===== config.mk =====
export PLATFORM = sky130hd
export DESIGN_NAME = amx_core_exc
export DESIGN_NICKNAME = d
export VERILOG_FILES = /design/src/logic/amx_pkg.sv /design/src/logic/amx_pin_sync.sv /design/src/logic/amx_addr_map.sv /design/src/logic/amx_core_exc.sv
export VERILOG_INCLUDE_DIRS = /design/src /design/src/logic
export SDC_FILE = /design/constraint.sdc
export NUM_CORES = 1
export LEC_CHECK = 0
export BUFFER_PORTS_ARGS = -buffer_cell sky130_fd_sc_hd__buf_2
export CAP_MARGIN = 20
export CORE_ASPECT_RATIO = 1.25
export CORE_UTILIZATION = 27
export DETAILED_ROUTE_END_ITERATION = 10
export GPL_TIMING_DRIVEN = 1
export SLEW_MARGIN = 20
export SYNTH_ARGS = -nofsm -noshare
export SYNTH_HDL_FRONTEND = slang
export SYNTH_SLANG_ARGS = --single-unit

===== constraint.sdc =====
create_clock -name I_REF_CLK -period 6.4 [get_ports I_REF_CLK]
set_clock_uncertainty 0.05 [all_clocks]
set_input_delay 0.64 -clock I_REF_CLK [delete_from_list [all_inputs] [get_ports I_REF_CLK]]
set_output_delay 0.64 -clock I_REF_CLK [all_outputs]
set_load 0.05 [all_outputs]

===== src/logic/amx_defs.svh =====
// constants of the address map and exception entry block
// assumes inclusion by bare name from every file that needs them
`ifndef AMX_DEFS_SVH
`define AMX_DEFS_SVH
// register numbers on the register port
`define AMX_REG_BADVADDR 5'h08
`define AMX_REG_STATUS   5'h0c
`define AMX_REG_CAUSE    5'h0d
`define AMX_REG_RESUME   5'h0e
// vectors
`define AMX_VEC_RESET     32'hbfc0_0000
`define AMX_VEC_GEN       32'h8000_0080
`define AMX_VEC_GEN_BOOT  32'hbfc0_0180
`define AMX_VEC_UREF      32'h8000_0000
`define AMX_VEC_UREF_BOOT 32'hbfc0_0100
// address map
`define AMX_USEG_BASE   32'h4000_0000
`define AMX_ONCHIP_USER 8'h7f
`define AMX_ONCHIP_KERN 8'hff
`define AMX_DEBUG_TAG   11'h7f9
// status fields
`define AMX_ST_CU_HI  31
`define AMX_ST_CU_LO  28
`define AMX_ST_RE     25
`define AMX_ST_BEV    22
`define AMX_ST_TS     21
`define AMX_ST_NMI    20
`define AMX_ST_IM_HI  15
`define AMX_ST_IM_LO  8
`define AMX_ST_KU_HI  5
// cause fields
`define AMX_CA_BD     31
`define AMX_CA_CE_HI  29
`define AMX_CA_CE_LO  28
`define AMX_CA_IP_HI  15
`define AMX_CA_IP_LO  10
`define AMX_CA_SW_HI  9
`define AMX_CA_SW_LO  8
`define AMX_CA_EC_HI  6
`define AMX_CA_EC_LO  2
// reset values
`define AMX_RST_BEV   1'b1
`define AMX_RST_TS    1'b1
`define AMX_RST_NMI   1'b0
`define AMX_RST_KUIE  6'h00
`endif


===== src/logic/amx_pkg.sv =====
// types shared by the address map and exception entry block
// assumes nothing of its surroundings
package amx_pkg;
  typedef enum logic [4:0] {
    EXC_INT  = 5'h00,
    EXC_MOD  = 5'h01,
    EXC_RFL  = 5'h02,
    EXC_RFS  = 5'h03,
    EXC_ADDRESS_ERROR_LOAD = 5'h04,
    EXC_ADDRESS_ERROR_STORE = 5'h05,
    EXC_IBE  = 5'h06,
    EXC_DBE  = 5'h07,
    EXC_SYS  = 5'h08,
    EXC_BP   = 5'h09,
    EXC_RI   = 5'h0a,
    EXC_CPU  = 5'h0b,
    EXC_OV   = 5'h0c
  } amx_exc_code_t;
  typedef enum logic [1:0] {
    SZ_BYTE = 2'h0,
    SZ_HALF = 2'h1,
    SZ_WORD = 2'h2
  } amx_size_t;
endpackage


===== src/logic/amx_pin_sync.sv =====
// three-stage synchroniser with a filtered level for one pin
// assumes the pin idles at the reset level given by the parameter
`timescale 1ns/1ns
module amx_pin_sync #(
  parameter logic IDLE = 1'b1
) (
  input  wire logic i_clk,
  input  wire logic i_rst,
  input  wire logic i_pin,
  output logic      o_level,
  output logic      o_fall
);
  logic s1_reg;
  logic s2_reg;
  logic s3_reg;
  logic level_reg;

  always_ff @(posedge i_clk or posedge i_rst) begin
    if (i_rst) begin
      s1_reg <= IDLE;
      s2_reg <= IDLE;
      s3_reg <= IDLE;
    end else begin
      s1_reg <= i_pin;
      s2_reg <= s1_reg;
      s3_reg <= s2_reg;
    end
  end

  // a change counts only once the last two stages agree
  always_ff @(posedge i_clk or posedge i_rst) begin
    if (i_rst) begin
      level_reg <= IDLE;
    end else if (s2_reg == s3_reg) begin
      level_reg <= s3_reg;
    end
  end

  assign o_level = level_reg;
  assign o_fall  = level_reg & ~s3_reg & ~s2_reg;
endmodule


===== src/logic/amx_addr_map.sv =====
// fixed segment translation, cache attribute and address checks
// assumes a purely combinational use inside one clock cycle
`timescale 1ns/1ns
`include "amx_defs.svh"
module amx_addr_map (
  input  wire logic [31:0] i_vaddr,
  input  wire logic [1:0]  i_size,
  input  wire logic        i_user,
  output logic      [31:0] o_paddr,
  output logic             o_cacheable,
  output logic             o_onchip,
  output logic             o_debug_area,
  output logic             o_addr_err
);
  logic misalign;
  logic priv_err;

  always_comb begin
    o_onchip     = 1'b0;
    o_debug_area = 1'b0;
    if (!i_vaddr[31]) begin
      o_paddr     = i_vaddr + `AMX_USEG_BASE;
      o_onchip    = (i_vaddr[31:24] == `AMX_ONCHIP_USER);
      o_cacheable = ~o_onchip;
    end else if (i_vaddr[31:29] == 3'h4) begin
      o_paddr     = {3'h0, i_vaddr[28:0]};
      o_cacheable = 1'b1;
    end else if (i_vaddr[31:29] == 3'h5) begin
      o_paddr     = {3'h0, i_vaddr[28:0]};
      o_cacheable = 1'b0;
    end else begin
      o_paddr      = i_vaddr;
      o_onchip     = (i_vaddr[31:24] == `AMX_ONCHIP_KERN);
      o_cacheable  = ~o_onchip;
      o_debug_area = (i_vaddr[31:21] == `AMX_DEBUG_TAG);
    end
  end

  always_comb begin
    misalign = 1'b0;
    if (i_size == amx_pkg::SZ_WORD) begin
      misalign = (i_vaddr[1:0] != 2'h0);
    end else if (i_size == amx_pkg::SZ_HALF) begin
      misalign = i_vaddr[0];
    end
  end

  // every kernel segment is closed to user mode
  assign priv_err   = i_user & i_vaddr[31];
  assign o_addr_err = misalign | priv_err;
endmodule


===== src/logic/amx_core_exc.sv =====
// exception entry, mode stack and system registers of the core
// assumes event inputs are one-cycle pulses at commit
// and that far-side error inputs are synchronous to the core clock
`timescale 1ns/1ns
`include "amx_defs.svh"
//
// Contract
// - user mode reaches only top-bit-clear addresses
// - user segment maps linearly at 0x40000000
// - top 16 MB of user segment uncached
// - kernel cached segment maps low, cacheable
// - kernel uncached segment maps low, uncached
// - upper kernel segment identity mapped, cacheable
// - top 16 MB uncached; debug sub-range flagged
// - exception enters kernel until return instruction
// - exception flushes pipeline, fetches chosen vector
// - resume address; branch address for slot
// - reset release raises reset exception vector
// - falling nmi edge raises nmi exception
// - general and refill vectors follow boot select
// - cause codes zero through twelve encoded
// - misaligned or privileged access: address error
// - bus error input gives fetch/data error
// - trapping add/sub overflow raises overflow
// - system_call_instr, break, reserved opcode exceptions
// - unusable coprocessor instruction raises exception
// - protection fault reported as refill code
// - delay slot sets branch delay flag
// - return instruction pops mode stack
// - reset exception sets boot vector select
module amx_core_exc (
  // clock and reset
  input  wire logic        I_REF_CLK,
  input  wire logic        I_SYS_RST,
  // register port
  input  wire logic [4:0]  I_REG_ADDR,
  input  wire logic [31:0] I_REG_WDATA,
  input  wire logic        I_REG_WR,
  input  wire logic        I_REG_RD,
  output logic      [31:0] O_REG_RDATA,
  // memory access check
  input  wire logic        I_ACC_VALID,
  input  wire logic [31:0] I_ACC_VADDR,
  input  wire logic [1:0]  I_ACC_SIZE,
  input  wire logic        I_ACC_STORE,
  input  wire logic        I_ACC_FETCH,
  output logic      [31:0] O_ACC_PADDR,
  output logic             O_ACC_CACHEABLE,
  output logic             O_ACC_ONCHIP,
  output logic             O_ACC_DEBUG_AREA,
  output logic             O_ACC_FAULT,
  // pipeline events
  input  wire logic [31:0] I_EXC_PC,
  input  wire logic [31:0] I_BRANCH_PC,
  input  wire logic        I_IN_DELAY_SLOT,
  input  wire logic        I_SYSTEM_CALL_INSTR,
  input  wire logic        I_BREAK,
  input  wire logic        I_RESERVED_INSTR,
  input  wire logic        I_COP_INSTR,
  input  wire logic [1:0]  I_COP_NUM,
  input  wire logic        I_ALU_TRAP,
  input  wire logic        I_ALU_SUB,
  input  wire logic [31:0] I_ALU_A,
  input  wire logic [31:0] I_ALU_B,
  input  wire logic        I_RFE,
  // far side
  input  wire logic        I_BUS_ERR,
  input  wire logic        I_BUS_ERR_FETCH,
  input  wire logic        I_PROT_FAULT,
  input  wire logic        I_PROT_STORE,
  input  wire logic        I_UREFILL,
  input  wire logic [5:0]  I_INT_REQ,
  input  wire logic        I_NMI_N,
  // pipeline control
  output logic             O_FLUSH,
  output logic             O_REDIRECT,
  output logic      [31:0] O_REDIRECT_ADDR,
  output logic             O_KERNEL_MODE,
  output logic             O_INT_ENABLE
);
  // status fields
  logic [3:0]  cu_reg;
  logic        re_reg;
  logic        bev_reg;
  logic        nmi_flag_reg;
  logic [7:0]  int_mask_reg;
  logic [5:0]  kuie_reg;
  // cause fields
  logic        bd_reg;
  logic [1:0]  ce_reg;
  logic [1:0]  sw_int_reg;
  logic [4:0]  code_reg;
  // address registers
  logic [31:0] resume_address_reg;
  logic [31:0] bad_vaddr_reg;
  // reset exception pends until the first edge
  logic        rst_exc_reg;
  logic        redirect_reg;
  logic [31:0] redirect_addr_reg;
  logic [31:0] rdata_reg;
  logic [31:0] paddr_reg;
  logic        cache_reg;
  logic        onchip_reg;
  logic        debug_reg;

  logic [31:0] map_paddr;
  logic        map_cache;
  logic        map_onchip;
  logic        map_debug;
  logic        map_err;
  logic        nmi_fall;
  logic        user_mode;
  logic        acc_err;
  logic [31:0] alu_b_eff;
  logic [31:0] alu_sum;
  logic        ovf;
  logic        cop_unusable;
  logic        int_pend;
  logic        take;
  logic        take_code;
  logic        use_uref;
  logic        capture_bad;
  logic [4:0]  code_next;
  logic [31:0] vec_next;
  logic        wr_status;
  logic        wr_cause;
  logic [31:0] status_word;
  logic [31:0] cause_word;

  assign user_mode = kuie_reg[1];

  amx_addr_map u_map (
    .i_vaddr      (I_ACC_VADDR),
    .i_size       (I_ACC_SIZE),
    .i_user       (user_mode),
    .o_paddr      (map_paddr),
    .o_cacheable  (map_cache),
    .o_onchip     (map_onchip),
    .o_debug_area (map_debug),
    .o_addr_err   (map_err)
  );

  amx_pin_sync #(
    .IDLE (1'b1)
  ) u_nmi_sync (
    .i_clk   (I_REF_CLK),
    .i_rst   (I_SYS_RST),
    .i_pin   (I_NMI_N),
    .o_level (),
    .o_fall  (nmi_fall)
  );

  assign acc_err   = I_ACC_VALID & map_err;
  assign alu_b_eff = I_ALU_SUB ? ~I_ALU_B : I_ALU_B;
  assign alu_sum   = I_ALU_A + alu_b_eff + {31'h0, I_ALU_SUB};
  // two's complement overflow: like signs in, other sign out
  assign ovf = I_ALU_TRAP & (I_ALU_A[31] == alu_b_eff[31])
             & (alu_sum[31] != I_ALU_A[31]);
  // coprocessor 0 is always usable in kernel mode
  assign cop_unusable = I_COP_INSTR & ~cu_reg[I_COP_NUM]
                      & ~((I_COP_NUM == 2'h0) & ~user_mode);
  assign int_pend = kuie_reg[0]
                  & ((int_mask_reg & {I_INT_REQ, sw_int_reg}) != 8'h00);

  // priority: reset, nmi, fetch faults, decode faults, data faults,
  // then interrupts; below reset and nmi the first true source names the code
  always_comb begin
    take        = 1'b1;
    take_code   = 1'b1;
    use_uref    = 1'b0;
    capture_bad = 1'b0;
    code_next   = amx_pkg::EXC_INT;
    if (rst_exc_reg) begin
      take_code = 1'b0;
    end else if (nmi_fall) begin
      take_code = 1'b0;
    end else if (acc_err & I_ACC_FETCH) begin
      code_next   = amx_pkg::EXC_ADDRESS_ERROR_LOAD;
      capture_bad = 1'b1;
    end else if (I_BUS_ERR & I_BUS_ERR_FETCH) begin
      code_next = amx_pkg::EXC_IBE;
    end else if (I_RESERVED_INSTR) begin
      code_next = amx_pkg::EXC_RI;
    end else if (cop_unusable) begin
      code_next = amx_pkg::EXC_CPU;
    end else if (I_SYSTEM_CALL_INSTR) begin
      code_next = amx_pkg::EXC_SYS;
    end else if (I_BREAK) begin
      code_next = amx_pkg::EXC_BP;
    end else if (ovf) begin
      code_next = amx_pkg::EXC_OV;
    end else if (acc_err) begin
      code_next   = I_ACC_STORE ? amx_pkg::EXC_ADDRESS_ERROR_STORE : amx_pkg::EXC_ADDRESS_ERROR_LOAD;
      capture_bad = 1'b1;
    end else if (I_UREFILL) begin
      code_next = I_PROT_STORE ? amx_pkg::EXC_RFS : amx_pkg::EXC_RFL;
      use_uref  = 1'b1;
    end else if (I_PROT_FAULT) begin
      code_next = I_PROT_STORE ? amx_pkg::EXC_RFS : amx_pkg::EXC_RFL;
    end else if (I_BUS_ERR) begin
      code_next = amx_pkg::EXC_DBE;
    end else if (int_pend) begin
      code_next = amx_pkg::EXC_INT;
    end else begin
      take      = 1'b0;
      take_code = 1'b0;
    end
  end

  // reset and nmi ignore the boot select bit
  always_comb begin
    if (rst_exc_reg | (~take_code & take)) begin
      vec_next = `AMX_VEC_RESET;
    end else if (use_uref) begin
      vec_next = bev_reg ? `AMX_VEC_UREF_BOOT : `AMX_VEC_UREF;
    end else begin
      vec_next = bev_reg ? `AMX_VEC_GEN_BOOT : `AMX_VEC_GEN;
    end
  end

  assign O_FLUSH     = take;
  assign O_ACC_FAULT = acc_err;
  assign wr_status   = I_REG_WR & (I_REG_ADDR == `AMX_REG_STATUS);
  assign wr_cause    = I_REG_WR & (I_REG_ADDR == `AMX_REG_CAUSE);

  always_ff @(posedge I_REF_CLK or posedge I_SYS_RST) begin
    if (I_SYS_RST) begin
      rst_exc_reg <= 1'b1;
    end else begin
      rst_exc_reg <= 1'b0;
    end
  end

  always_ff @(posedge I_REF_CLK or posedge I_SYS_RST) begin
    if (I_SYS_RST) begin
      redirect_reg      <= 1'b0;
      redirect_addr_reg <= 32'h0000_0000;
    end else begin
      redirect_reg <= take;
      if (take) begin
        redirect_addr_reg <= vec_next;
      end
    end
  end

  // mode stack; an exception beats a same-cycle return
  always_ff @(posedge I_REF_CLK or posedge I_SYS_RST) begin
    if (I_SYS_RST) begin
      kuie_reg <= `AMX_RST_KUIE;
    end else if (take) begin
      kuie_reg <= {kuie_reg[3:0], 2'h0};
    end else if (I_RFE) begin
      kuie_reg <= {kuie_reg[5:4], kuie_reg[5:2]};
    end else if (wr_status) begin
      kuie_reg <= I_REG_WDATA[`AMX_ST_KU_HI:0];
    end
  end

  always_ff @(posedge I_REF_CLK or posedge I_SYS_RST) begin
    if (I_SYS_RST) begin
      bev_reg <= `AMX_RST_BEV;
    end else if (rst_exc_reg) begin
      bev_reg <= 1'b1;
    end else if (wr_status) begin
      bev_reg <= I_REG_WDATA[`AMX_ST_BEV];
    end
  end

  // a new nmi edge wins over a written-one clear
  always_ff @(posedge I_REF_CLK or posedge I_SYS_RST) begin
    if (I_SYS_RST) begin
      nmi_flag_reg <= `AMX_RST_NMI;
    end else if (rst_exc_reg) begin
      nmi_flag_reg <= 1'b0;
    end else if (nmi_fall) begin
      nmi_flag_reg <= 1'b1;
    end else if (wr_status & I_REG_WDATA[`AMX_ST_NMI]) begin
      nmi_flag_reg <= 1'b0;
    end
  end

  always_ff @(posedge I_REF_CLK or posedge I_SYS_RST) begin
    if (I_SYS_RST) begin
      cu_reg       <= 4'h0;
      re_reg       <= 1'b0;
      int_mask_reg <= 8'h00;
    end else if (wr_status) begin
      cu_reg       <= I_REG_WDATA[`AMX_ST_CU_HI:`AMX_ST_CU_LO];
      re_reg       <= I_REG_WDATA[`AMX_ST_RE];
      int_mask_reg <= I_REG_WDATA[`AMX_ST_IM_HI:`AMX_ST_IM_LO];
    end
  end

  always_ff @(posedge I_REF_CLK or posedge I_SYS_RST) begin
    if (I_SYS_RST) begin
      sw_int_reg <= 2'h0;
    end else if (wr_cause) begin
      sw_int_reg <= I_REG_WDATA[`AMX_CA_SW_HI:`AMX_CA_SW_LO];
    end
  end

  // reset and nmi keep the cause code
  always_ff @(posedge I_REF_CLK or posedge I_SYS_RST) begin
    if (I_SYS_RST) begin
      code_reg <= 5'h00;
      ce_reg   <= 2'h0;
    end else if (take_code) begin
      code_reg <= code_next;
      if (code_next == amx_pkg::EXC_CPU) begin
        ce_reg <= I_COP_NUM;
      end
    end
  end

  always_ff @(posedge I_REF_CLK or posedge I_SYS_RST) begin
    if (I_SYS_RST) begin
      resume_address_reg <= 32'h0000_0000;
      bd_reg             <= 1'b0;
    end else if (take & ~rst_exc_reg) begin
      resume_address_reg <= I_IN_DELAY_SLOT ? I_BRANCH_PC : I_EXC_PC;
      bd_reg             <= I_IN_DELAY_SLOT;
    end
  end

  always_ff @(posedge I_REF_CLK or posedge I_SYS_RST) begin
    if (I_SYS_RST) begin
      bad_vaddr_reg <= 32'h0000_0000;
    end else if (take_code & capture_bad) begin
      bad_vaddr_reg <= I_ACC_VADDR;
    end
  end

  // fault flag is combinational, the rest registered
  always_ff @(posedge I_REF_CLK or posedge I_SYS_RST) begin
    if (I_SYS_RST) begin
      paddr_reg  <= 32'h0000_0000;
      cache_reg  <= 1'b0;
      onchip_reg <= 1'b0;
      debug_reg  <= 1'b0;
    end else if (I_ACC_VALID) begin
      paddr_reg  <= map_paddr;
      cache_reg  <= map_cache;
      onchip_reg <= map_onchip;
      debug_reg  <= map_debug;
    end
  end

  always_comb begin
    status_word = 32'h0000_0000;
    status_word[`AMX_ST_CU_HI:`AMX_ST_CU_LO] = cu_reg;
    status_word[`AMX_ST_RE]  = re_reg;
    status_word[`AMX_ST_BEV] = bev_reg;
    status_word[`AMX_ST_TS]  = `AMX_RST_TS;
    status_word[`AMX_ST_NMI] = nmi_flag_reg;
    status_word[`AMX_ST_IM_HI:`AMX_ST_IM_LO] = int_mask_reg;
    status_word[`AMX_ST_KU_HI:0] = kuie_reg;
  end

  always_comb begin
    cause_word = 32'h0000_0000;
    cause_word[`AMX_CA_BD] = bd_reg;
    cause_word[`AMX_CA_CE_HI:`AMX_CA_CE_LO] = ce_reg;
    cause_word[`AMX_CA_IP_HI:`AMX_CA_IP_LO] = I_INT_REQ;
    cause_word[`AMX_CA_SW_HI:`AMX_CA_SW_LO] = sw_int_reg;
    cause_word[`AMX_CA_EC_HI:`AMX_CA_EC_LO] = code_reg;
  end

  // read data stands for one cycle only, zero otherwise
  always_ff @(posedge I_REF_CLK or posedge I_SYS_RST) begin
    if (I_SYS_RST) begin
      rdata_reg <= 32'h0000_0000;
    end else if (I_REG_RD) begin
      case (I_REG_ADDR)
        `AMX_REG_STATUS:   rdata_reg <= status_word;
        `AMX_REG_CAUSE:    rdata_reg <= cause_word;
        `AMX_REG_RESUME:   rdata_reg <= resume_address_reg;
        `AMX_REG_BADVADDR: rdata_reg <= bad_vaddr_reg;
        default:           rdata_reg <= 32'h0000_0000;
      endcase
    end else begin
      rdata_reg <= 32'h0000_0000;
    end
  end

  assign O_REG_RDATA      = rdata_reg;
  assign O_ACC_PADDR      = paddr_reg;
  assign O_ACC_CACHEABLE  = cache_reg;
  assign O_ACC_ONCHIP     = onchip_reg;
  assign O_ACC_DEBUG_AREA = debug_reg;
  assign O_REDIRECT       = redirect_reg;
  assign O_REDIRECT_ADDR  = redirect_addr_reg;
  assign O_KERNEL_MODE    = ~kuie_reg[1];
  assign O_INT_ENABLE     = kuie_reg[0];
endmodule


==> results.toml, run 1 <==
[run]
cap_violations = 0

[clocking]
cts_tree = "yes"
post_cts_resize_count = 0
clockBufferDepth = 2
cts_setup_buffers = 0
clock_sinks = 171
clk_pin_slew_ps = 60
ctsHtreeMaxLevel = 4
insertion_delay_ps = 430
cts_hold_buf = 0
cts_buffers = 17
cts-root-buf = "clkbuf_16"

[yosys]
synth_ff_type = "dfrtp_1"
synth.distinct_cells = 61
syn_inst = 705
syn_avg_cell_area_um2 = 12.4
yosysWarnings = 0
syn_area_um2 = 8770
async_flop_share_pct = 100
synth_edf_count = 0
ys_ff_latch = 171
yosysSeqAreaShare_pct = 48.9

[power_and_ir_drop]
power_frac_seq_pct = 44.5
leakagePower_nw = 5.32
powerDensity_nw_per_um2 = 262
p_int_w = 0.00207
p_comb_share_pct = 19.8
peakVddDrop_mv = 0.151
clkPwrFrac_pct = 35.7
p_switching_w = 0.000861
p_sw_share_pct = 29.4

[routing]
routedWlPerCell_um = 18.1
routed_via_density = 4.68
vias = 6629
postRouteAntennaNets = 0
drc = 0
routed_wl_um = 25600
drt_iter0_markers = 231
first_pass_iters = 7

[grt]
grt-ovfl-total = 0
antenna_found_initial = 0
grt_max_degree = 124
track_usage_pct = 15.5
grt_pass1_wl_um = 38200
grt_pass1_vias = 6767

[outcome]
status = "complete, no violations"

[floorplanning]
rows = 73
die_w_um = 163
core_um2 = 31900
die_h_um = 204
floorplan.initialDensity_pct = 27.5
fp.dieArea_um2 = 33200
ios = 332

[final_layout]
finalNetCount = 1253
design_area_um2 = 11200
area_growth_pct = 27.4
drive_above_1_share_pct = 50.6
antenna_cells = 0
final_common_cell = "buf_2"
layout_common_cells = "buf_2, dfrtp_1, mux2_2"

[worst_setup_path]
critPathCaptureType = "output port"
crit_path_start_kind = "input pin"
cp_max_fo = 32
path_class = "in2out"
critPathArrivalTime_ps = 4230
required_ps = 5710

[timing]
slew_headroom_pct = 33.0
worst_pin_slew_ps = 1000
timing.final.crit_share_pct = 76.9
slew_viol_final = 0
setup_ws_ps = 1480
fin_crit_ps = 4920
finalSetupTns_ps = 0
rsz0062_at_grt = "no"
max_freq_mhz = 203
setup_viol = 0
finalHoldViolCount = 0

[placed_design]
io_buffers = 299
postPlaceCellArea_um2 = 10600
pre_cts_slack_ps = 1400
dp_hpwl_um = 19100
gp_congestion = 0.789

[hold_path]
hp-class = "in2reg"
## final timing paths
check                           slack [ps]               from                     end  depth (start not counted)
worst max-delay path                  1480          I_ALU_SUB                 O_FLUSH                         12
worst min-delay path                   260            I_NMI_N       u_nmi_sync.s1_reg                          1
worst max register to register        3200        kuie_reg[1]  resume_address_reg[13]                          9
worst min register to register         310  u_nmi_sync.s1_reg       u_nmi_sync.s2_reg                          0
max in group asynchronous             4790          I_SYS_RST          O_ACC_PADDR[9]                          3
min in group asynchronous              320          I_SYS_RST         O_REG_RDATA[25]                          2
## cell type report
class / count / area [um2]
inverters: 12 / 52.6
well taps: 412 / 515
fillers: 3201 / 20700
multi-input cells: 481 / 4160
clock inverters: 15 / 164
flip-flops and latches: 171 / 4290
repair buffers: 309 / 1570
clock buffers: 17 / 425
## worst max-delay path, stage by stage
cell and delay (ps):
buf_2 650, xor2_1 170, ha_1 370, nand4_2 140
nor4_2 440, o211ai_1 150, a41o_1 280, a2111oi_4 620
nor4_2 150, buf_4 200, inv_1 110, buf_2 280
## metrics by stage
stage,utilization (%),cells,power [W],hold slack [ps]
6_report,35.0,1417,0.00293,260
5_1_grt,35.0,1417,0.00306,234
4_1_cts,35.0,1417,0.00297,233
3_5_place_dp,33.2,1385,0.00191,297
3_3_place_gp,33.2,1385,0.00189,297
2_1_floorplan,-,726,0.00171,295
## synthesized netlist by cell type, types with 4 or more instances
cell type    n  share of area [%]
a21oi_1     41                2.3
a222oi_1     6               0.68
a22oi_1     44                3.8
and3_1       5               0.36
buf_4       28                2.4
buf_6        6               0.77
clkbuf_1    25                1.1
dfrtp_1    165                 47
dfstp_2      6                1.8
ha_1        33                4.7
inv_1       12               0.51
mux2_2     116                 15
mux2_4      31                5.3
mux2i_1      7               0.80
nand2_1     26                1.1
nand3_1      9               0.51
nor2_1      35                1.5
nor2b_1      4               0.29
nor3_1       4               0.23
o21ai_0     10               0.57
xor2_1      31                3.1
## kinds of logic after synthesis
logic type,Yosys count,share of synthesized area [%]
compound gates,128,10.4
flops,171,48.9
fa+ha+maj,35,4.94
xor+xnor,31,3.10
buf+inv,74,4.89
simple gates,108,6.29
other cells,1,0.0427
mux,157,21.5
## metal layers
layer	share of wire [%]	GRT usage [%]	vias to the layer above
li1	-	-	3094
met2	51	28.4	260
met3	6.1	3.07	18
met1	42	18.2	3257
met5	0	0	-
met4	1.1	4.14	0
## power by group through the flow
stage	registers [W]	logic (W)	clock network (W)
after CTS	0.00130	0.000587	0.00108
final	0.00130	0.000579	0.00105
after global placement	0.00132	0.000575	0
after detailed placement	0.00132	0.000585	0
after global routing	0.00132	0.000627	0.00111
after floorplan	0.00137	0.000341	0
(Power assumes the default switching activity.)
==> run 2: changes to the inputs <==
Settings changed: ABC_AREA set to 1.
Clock period 6.4 ns to 4.9 ns, I/O delays scaled along.
==> run 2 against run 1 <==
Against the previous run: sequential share of layout area hardly changed; via count is 14% higher; setup slack worse by 110 ps; critical path type is now in2reg; synthesized area is 0.93% higher; synthesized cell count is 41% higher; highest routed layer unchanged; largest power group unchanged; first-iteration DRC count is 120% higher.
==> results.toml, run 2 <==
[outcome]
status = "complete, no violations"

[yosys]
synth.distinct_cells = 44
syn_avg_cell_area_um2 = 8.93
synth_ff_type = "dfrtp_1"
synth_edf_count = 0
ys_ff_latch = 171
syn_area_um2 = 8850
synth_top_area_share_pct = 46.6
netlist_top_cells_count = "nand2_1, dfrtp_1, inv_1, o21ai_0, nor2_1"
synth.most_common_cell = "nand2_1"
yosysSeqAreaShare_pct = 48.4
synth_area_leader_cell = "dfrtp_1"
syn_inst = 991
yosysWarnings = 0
synthTopCellsByArea = "dfrtp_1, nand2_1, ha_1"
async_flop_share_pct = 100

[grt]
track_usage_pct = 16.3
antenna_found_initial = 3
grt_pass1_wl_um = 41200
grt_max_degree = 140
grt_pass1_vias = 7421
grt-ovfl-total = 0

[final_layout]
finalNetCount = 1530
layout_common_cells = "buf_2, nand2_1, dfrtp_1"
num-fill-cells = 3377
area_growth_pct = 26.3
multi_input_area_um2 = 3820
final_common_cell = "buf_2"
drive_above_1_share_pct = 30.9
seqCellArea_um2 = 4290

[floorplanning]
floorplan.initialDensity_pct = 27.6
die_h_um = 204
ios = 332
rows = 73
fp.dieArea_um2 = 33500
die_w_um = 164
core_um2 = 32100

[timing]
slew_headroom_pct = 27.8
fin_crit_ps = 3530
rsz0062_at_grt = "no"
max_freq_mhz = 283
timing.final.crit_share_pct = 72.0
slew_viol_final = 0
worst_pin_slew_ps = 1080
setup_viol = 0
setup_ws_ps = 1370
finalHoldViolCount = 0
finalSetupTns_ps = 0

[run]
cap_violations = 0

[worst_setup_path]
critPathCaptureType = "register"
path_class = "in2reg"
r2r-end = "bad_vaddr_reg[11]"
crit_path_start_kind = "input pin"
cp_max_fo = 64
reg2reg_slack_ps = 2080
required_ps = 5180
critPathArrivalTime_ps = 3810
r2r_start = "kuie_reg[1]"
reg2reg_depth = 12

[power_and_ir_drop]
peakVddDrop_mv = 0.203
powerDensity_nw_per_um2 = 339
leakagePower_nw = 5.86

[clocking]
clockBufferDepth = 2
cts_buffers = 17
cts_hold_buf = 0
cts_setup_buffers = 0
cts_tree = "yes"
clock_sinks = 171
clk_pin_slew_ps = 70
cts-root-buf = "clkbuf_16"
ctsHtreeMaxLevel = 4
post_cts_resize_count = 0
insertion_delay_ps = 430

[routing]
routedWlPerCell_um = 15.8
vias = 7525
first_pass_iters = 6
drt_iter0_markers = 501
postRouteAntennaNets = 0
routed_via_density = 4.44
drc = 0
routed_wl_um = 26800

[placed_design]
gp_congestion = 0.880
dp_hpwl_um = 19800
io_buffers = 299
pre_cts_slack_ps = 929

[hold_path]
hp-class = "in2reg"
hold_depth = 1
hp-start = "I_NMI_N"
min_to = "u_nmi_sync.s1_reg"
[run 2: cell types whose count changed in the layout (fill, tap and decap cells not counted), sizes merged, moves of 14 or more]
cell / previous run / this run
mux2: 149 / 0
inv: 17 / 106
mux2i: 7 / 32
nand2: 26 / 254
a221oi: 3 / 17
o21ai: 10 / 139
a22oi: 44 / 1
[run 2: area by class of cell]
cell class / count / area share, %
flip-flops and latches: 171 / 38.3
multi-input cells: 669 / 34.2
repair buffers: 307 / 14.2
well taps: 412 / 4.61
clock buffers: 20 / 3.91
inverters: 103 / 3.49
clock inverters: 12 / 1.23
diodes: 2 / 0.0448
[run 2: routing by layer]
metal / global-route usage (%) / vias up / wire length, um
li1: - / 3771 / -
met1: 21.9 / 3492 / 12200
met2: 26.7 / 233 / 13000
met3: 2.09 / 29 / 1120
met4: 5.69 / 0 / 603
met5: 0 / - / 0
[run 2: critical path, stage by stage]
cell and delay [ps]:
buf_2 670, xor2_1 150, ha_1 330, nand2_1 70, nor2_1 150, nand4_1 140
a21oi_1 140, nor2_1 70, nand2_1 80, nand2_2 60, nand3_4 100, nand3_2 150
nand2_2 120, inv_2 70, nand2_4 630, nand2_1 160, o21ai_2 100
[run 2: how the worst max path moves through the flow]
stage                             end       from  slack [ps]
floorplan                 kuie_reg[2]  I_ALU_SUB        1890
global placement    bad_vaddr_reg[16]  I_ALU_SUB         980
detailed placement  bad_vaddr_reg[10]  I_ALU_SUB         930
CTS                 bad_vaddr_reg[11]  I_ALU_SUB        1320
global route        bad_vaddr_reg[11]  I_ALU_SUB         960
finish              bad_vaddr_reg[11]  I_ALU_SUB        1370
[run 2: cells by family (layout without fill, tap and decap cells)]
| kind of cell | count (synthesis) | in the layout | share of synthesized area, % |
|---|---|---|---|
| multiplexers | 32 | 32 | 3.62 |
| XOR/XNOR | 31 | 31 | 3.07 |
| buffers and inverters | 172 | 442 | 9.50 |
| AO/OA/AOI/OAI | 219 | 219 | 15.3 |
| adder cells (fa/ha/maj) | 33 | 33 | 4.66 |
| AND/OR/NAND/NOR | 332 | 332 | 15.4 |
| flip-flops | 171 | 171 | 48.4 |
| other | 1 | 24 | 0.0424 |
[run 2: power by group]
part | internal [W] | leakage, nW | switching, W
Sequential | 0.00158 | 2.14 | 0.0000907
Clock | 0.000762 | 0.282 | 0.000603
Combinational | 0.000260 | 3.44 | 0.000490
Total | 0.00261 | 5.86 | 0.00118
[run 2: stage by stage]
step / cells / total power, W / instance area, um2 / util [%] / hold WS [ps]
floorplan: 1012 / 0.00222 / 8940 / - / 295
global placement: 1661 / 0.00244 / 10600 / 33.0 / 297
detailed placement: 1661 / 0.00245 / 10600 / 33.0 / 297
CTS: 1693 / 0.00383 / 11100 / 34.8 / 81.8
global route: 1696 / 0.00400 / 11200 / 34.9 / 84.7
finish: 1696 / 0.00379 / 11200 / 34.9 / 100
==> run 3: changes to the inputs <==
Clock period 4.9 ns to 3.7 ns, I/O delays scaled along.
==> run 3 against run 2 <==
Against the previous run: final area grew 1.0%; clock power grew 36%; power grew 34%; clock-buffer cell count grew 1; sequential share of layout area shrank 0.39 points; combinational power grew 33%.
==> results.toml, run 3 (synthesized netlist as in run 2, its figures left out) <==
[timing]
timing.final.crit_share_pct = 78.0
slew_viol_final = 0
setup_ws_ps = 813
worst_pin_slew_ps = 841
fin_crit_ps = 2890
finalHoldViolCount = 0
finalSetupTns_ps = 0
slew_headroom_pct = 43.9
rsz0062_at_grt = "no"
setup_viol = 0
max_freq_mhz = 346

[worst_setup_path]
path_delay_family = "simple AND/OR/NAND/NOR gates"
required_ps = 3280
path_class = "in2out"
r2r-end = "bad_vaddr_reg[29]"
crit_path_start_kind = "input pin"
critPathCaptureType = "output port"
reg2reg_slack_ps = 1260
path_cells = "buf_2 -> buf_12 -> xor2_1 -> ha_1 -> a21oi_1 -> nor2_1 -> nor2_1 -> nand2_1 -> nand2_1 -> nand2_1 -> nand2_1 -> nand2_1 -> nand2_2 -> nand3_4 -> nand4_4 -> buf_2"
r2r_start = "kuie_reg[1]"
cp_max_fo = 32
cpMostUsedCell = "nand2_1"
critPathArrivalTime_ps = 2470
reg2reg_depth = 13
cp_num_buf_inv = 3
slowest_delay_ps = 290
cpMaxStageDelayCell = "buf_2"

[grt]
track_usage_pct = 16.2
grt_pass1_wl_um = 41000
grt_max_degree = 80
grt-ovfl-total = 0
antenna_found_initial = 3
grt_pass1_vias = 7272

[clocking]
clk_pin_slew_ps = 70
cts-root-buf = "clkbuf_16"
cts_tree = "yes"
ctsHtreeMaxLevel = 4
clock_sinks = 171
cts_setup_buffers = 0
insertion_delay_ps = 420
cts_buffers = 17
clockBufferDepth = 2

[power_and_ir_drop]
p_total_w = 0.00508
leakagePower_nw = 5.92
peakVddDrop_mv = 0.222
powerDensity_nw_per_um2 = 449

[routing]
drc = 0
routed_via_density = 4.41
routed_wl_um = 26900
routedWlPerCell_um = 15.8
postRouteAntennaNets = 0
drt_iter0_markers = 452
first_pass_iters = 5
vias = 7514

[final_layout]
layout_common_cells = "buf_2, nand2_1, dfrtp_1"
finalNetCount = 1537
final_common_cell = "buf_2"
area_growth_pct = 27.6
drive_above_1_share_pct = 31.3

[placed_design]
dp_hpwl_um = 20300
pre_cts_slack_ps = 629
io_buffers = 299
gp_congestion = 0.871

[hold_path]
hold_depth = 3
min_to = "cu_reg[2]"
hp-class = "in2reg"
hp-start = "I_REG_WDATA[30]"

[floorplanning]
die_w_um = 164
ios = 332
floorplan.initialDensity_pct = 27.6
fp.dieArea_um2 = 33500
rows = 73
core_um2 = 32100
die_h_um = 204

[run]
cap_violations = 0

[outcome]
status = "complete, no violations"
## run 3: cell types whose count changed in the layout (fill, tap and decap cells not counted), sizes merged
cell / before / now
clkbuf: 20 / 21
buf: 307 / 312
clkinvlp: 2 / 1
dlygate4sd3: 0 / 2
## run 3: power breakdown
group / internal (W) / total, W / switching [W]
clock network: 0.00106 / 0.00186 / 0.000792
registers: 0.00210 / 0.00222 / 0.000123
logic: 0.000350 / 0.00100 / 0.000650
total: 0.00351 / 0.00508 / 0.00156
## run 3: area by class of cell
cell class | instances | area, um2
Clock buffer | 21 | 470
Fill cell | 3318 | 20800
Antenna cell | 2 | 5.00
Sequential cell | 171 | 4290
Clock inverter | 11 | 130
Timing Repair Buffer | 314 | 1680
Inverter | 103 | 390
Tap cell | 412 | 515
Multi-Input combinational cell | 669 | 3820
## run 3: metal layers
layer | track usage [%] | part of all wire [%]
met1 | 21.2 | 44
met2 | 27.1 | 49
met3 | 2.86 | 4.7
met4 | 4.73 | 1.9
met5 | 0 | 0.045
## run 3: repair_timing
action                    CTS  global route
hold endpoints to repair   24             0
gates resized for setup     0             0
hold buffers                2             0
## run 3: worst max path at each step
stage,start,to,cells after the start
floorplan,I_ALU_SUB,kuie_reg[2],18
global placement,I_ALU_SUB,bad_vaddr_reg[17],20
detailed placement,I_ALU_SUB,bad_vaddr_reg[7],19
CTS,I_ALU_SUB,O_FLUSH,16
global route,I_ALU_SUB,O_FLUSH,16
finish,I_ALU_SUB,O_FLUSH,16
## run 3: metrics by stage
stage               util (%)  hold slack (ps)  cell area (um2)  std cells
finish                  35.2              102            11300       1703
floorplan                  -              295             8940       1012
global route            35.2             89.9            11300       1703
CTS                     35.2             80.4            11300       1701
detailed placement      33.3              297            10700       1667
global placement        33.3              297            10700       1667
## run 3: worst reg2reg max path: cells and delay by family (launching register included)
kind                   cells  cell delay, ps
AOI/OAI and AO/OA          3             350
buffers and inverters      4             580
and+or+nand+nor            6             930
DFF                        1             450
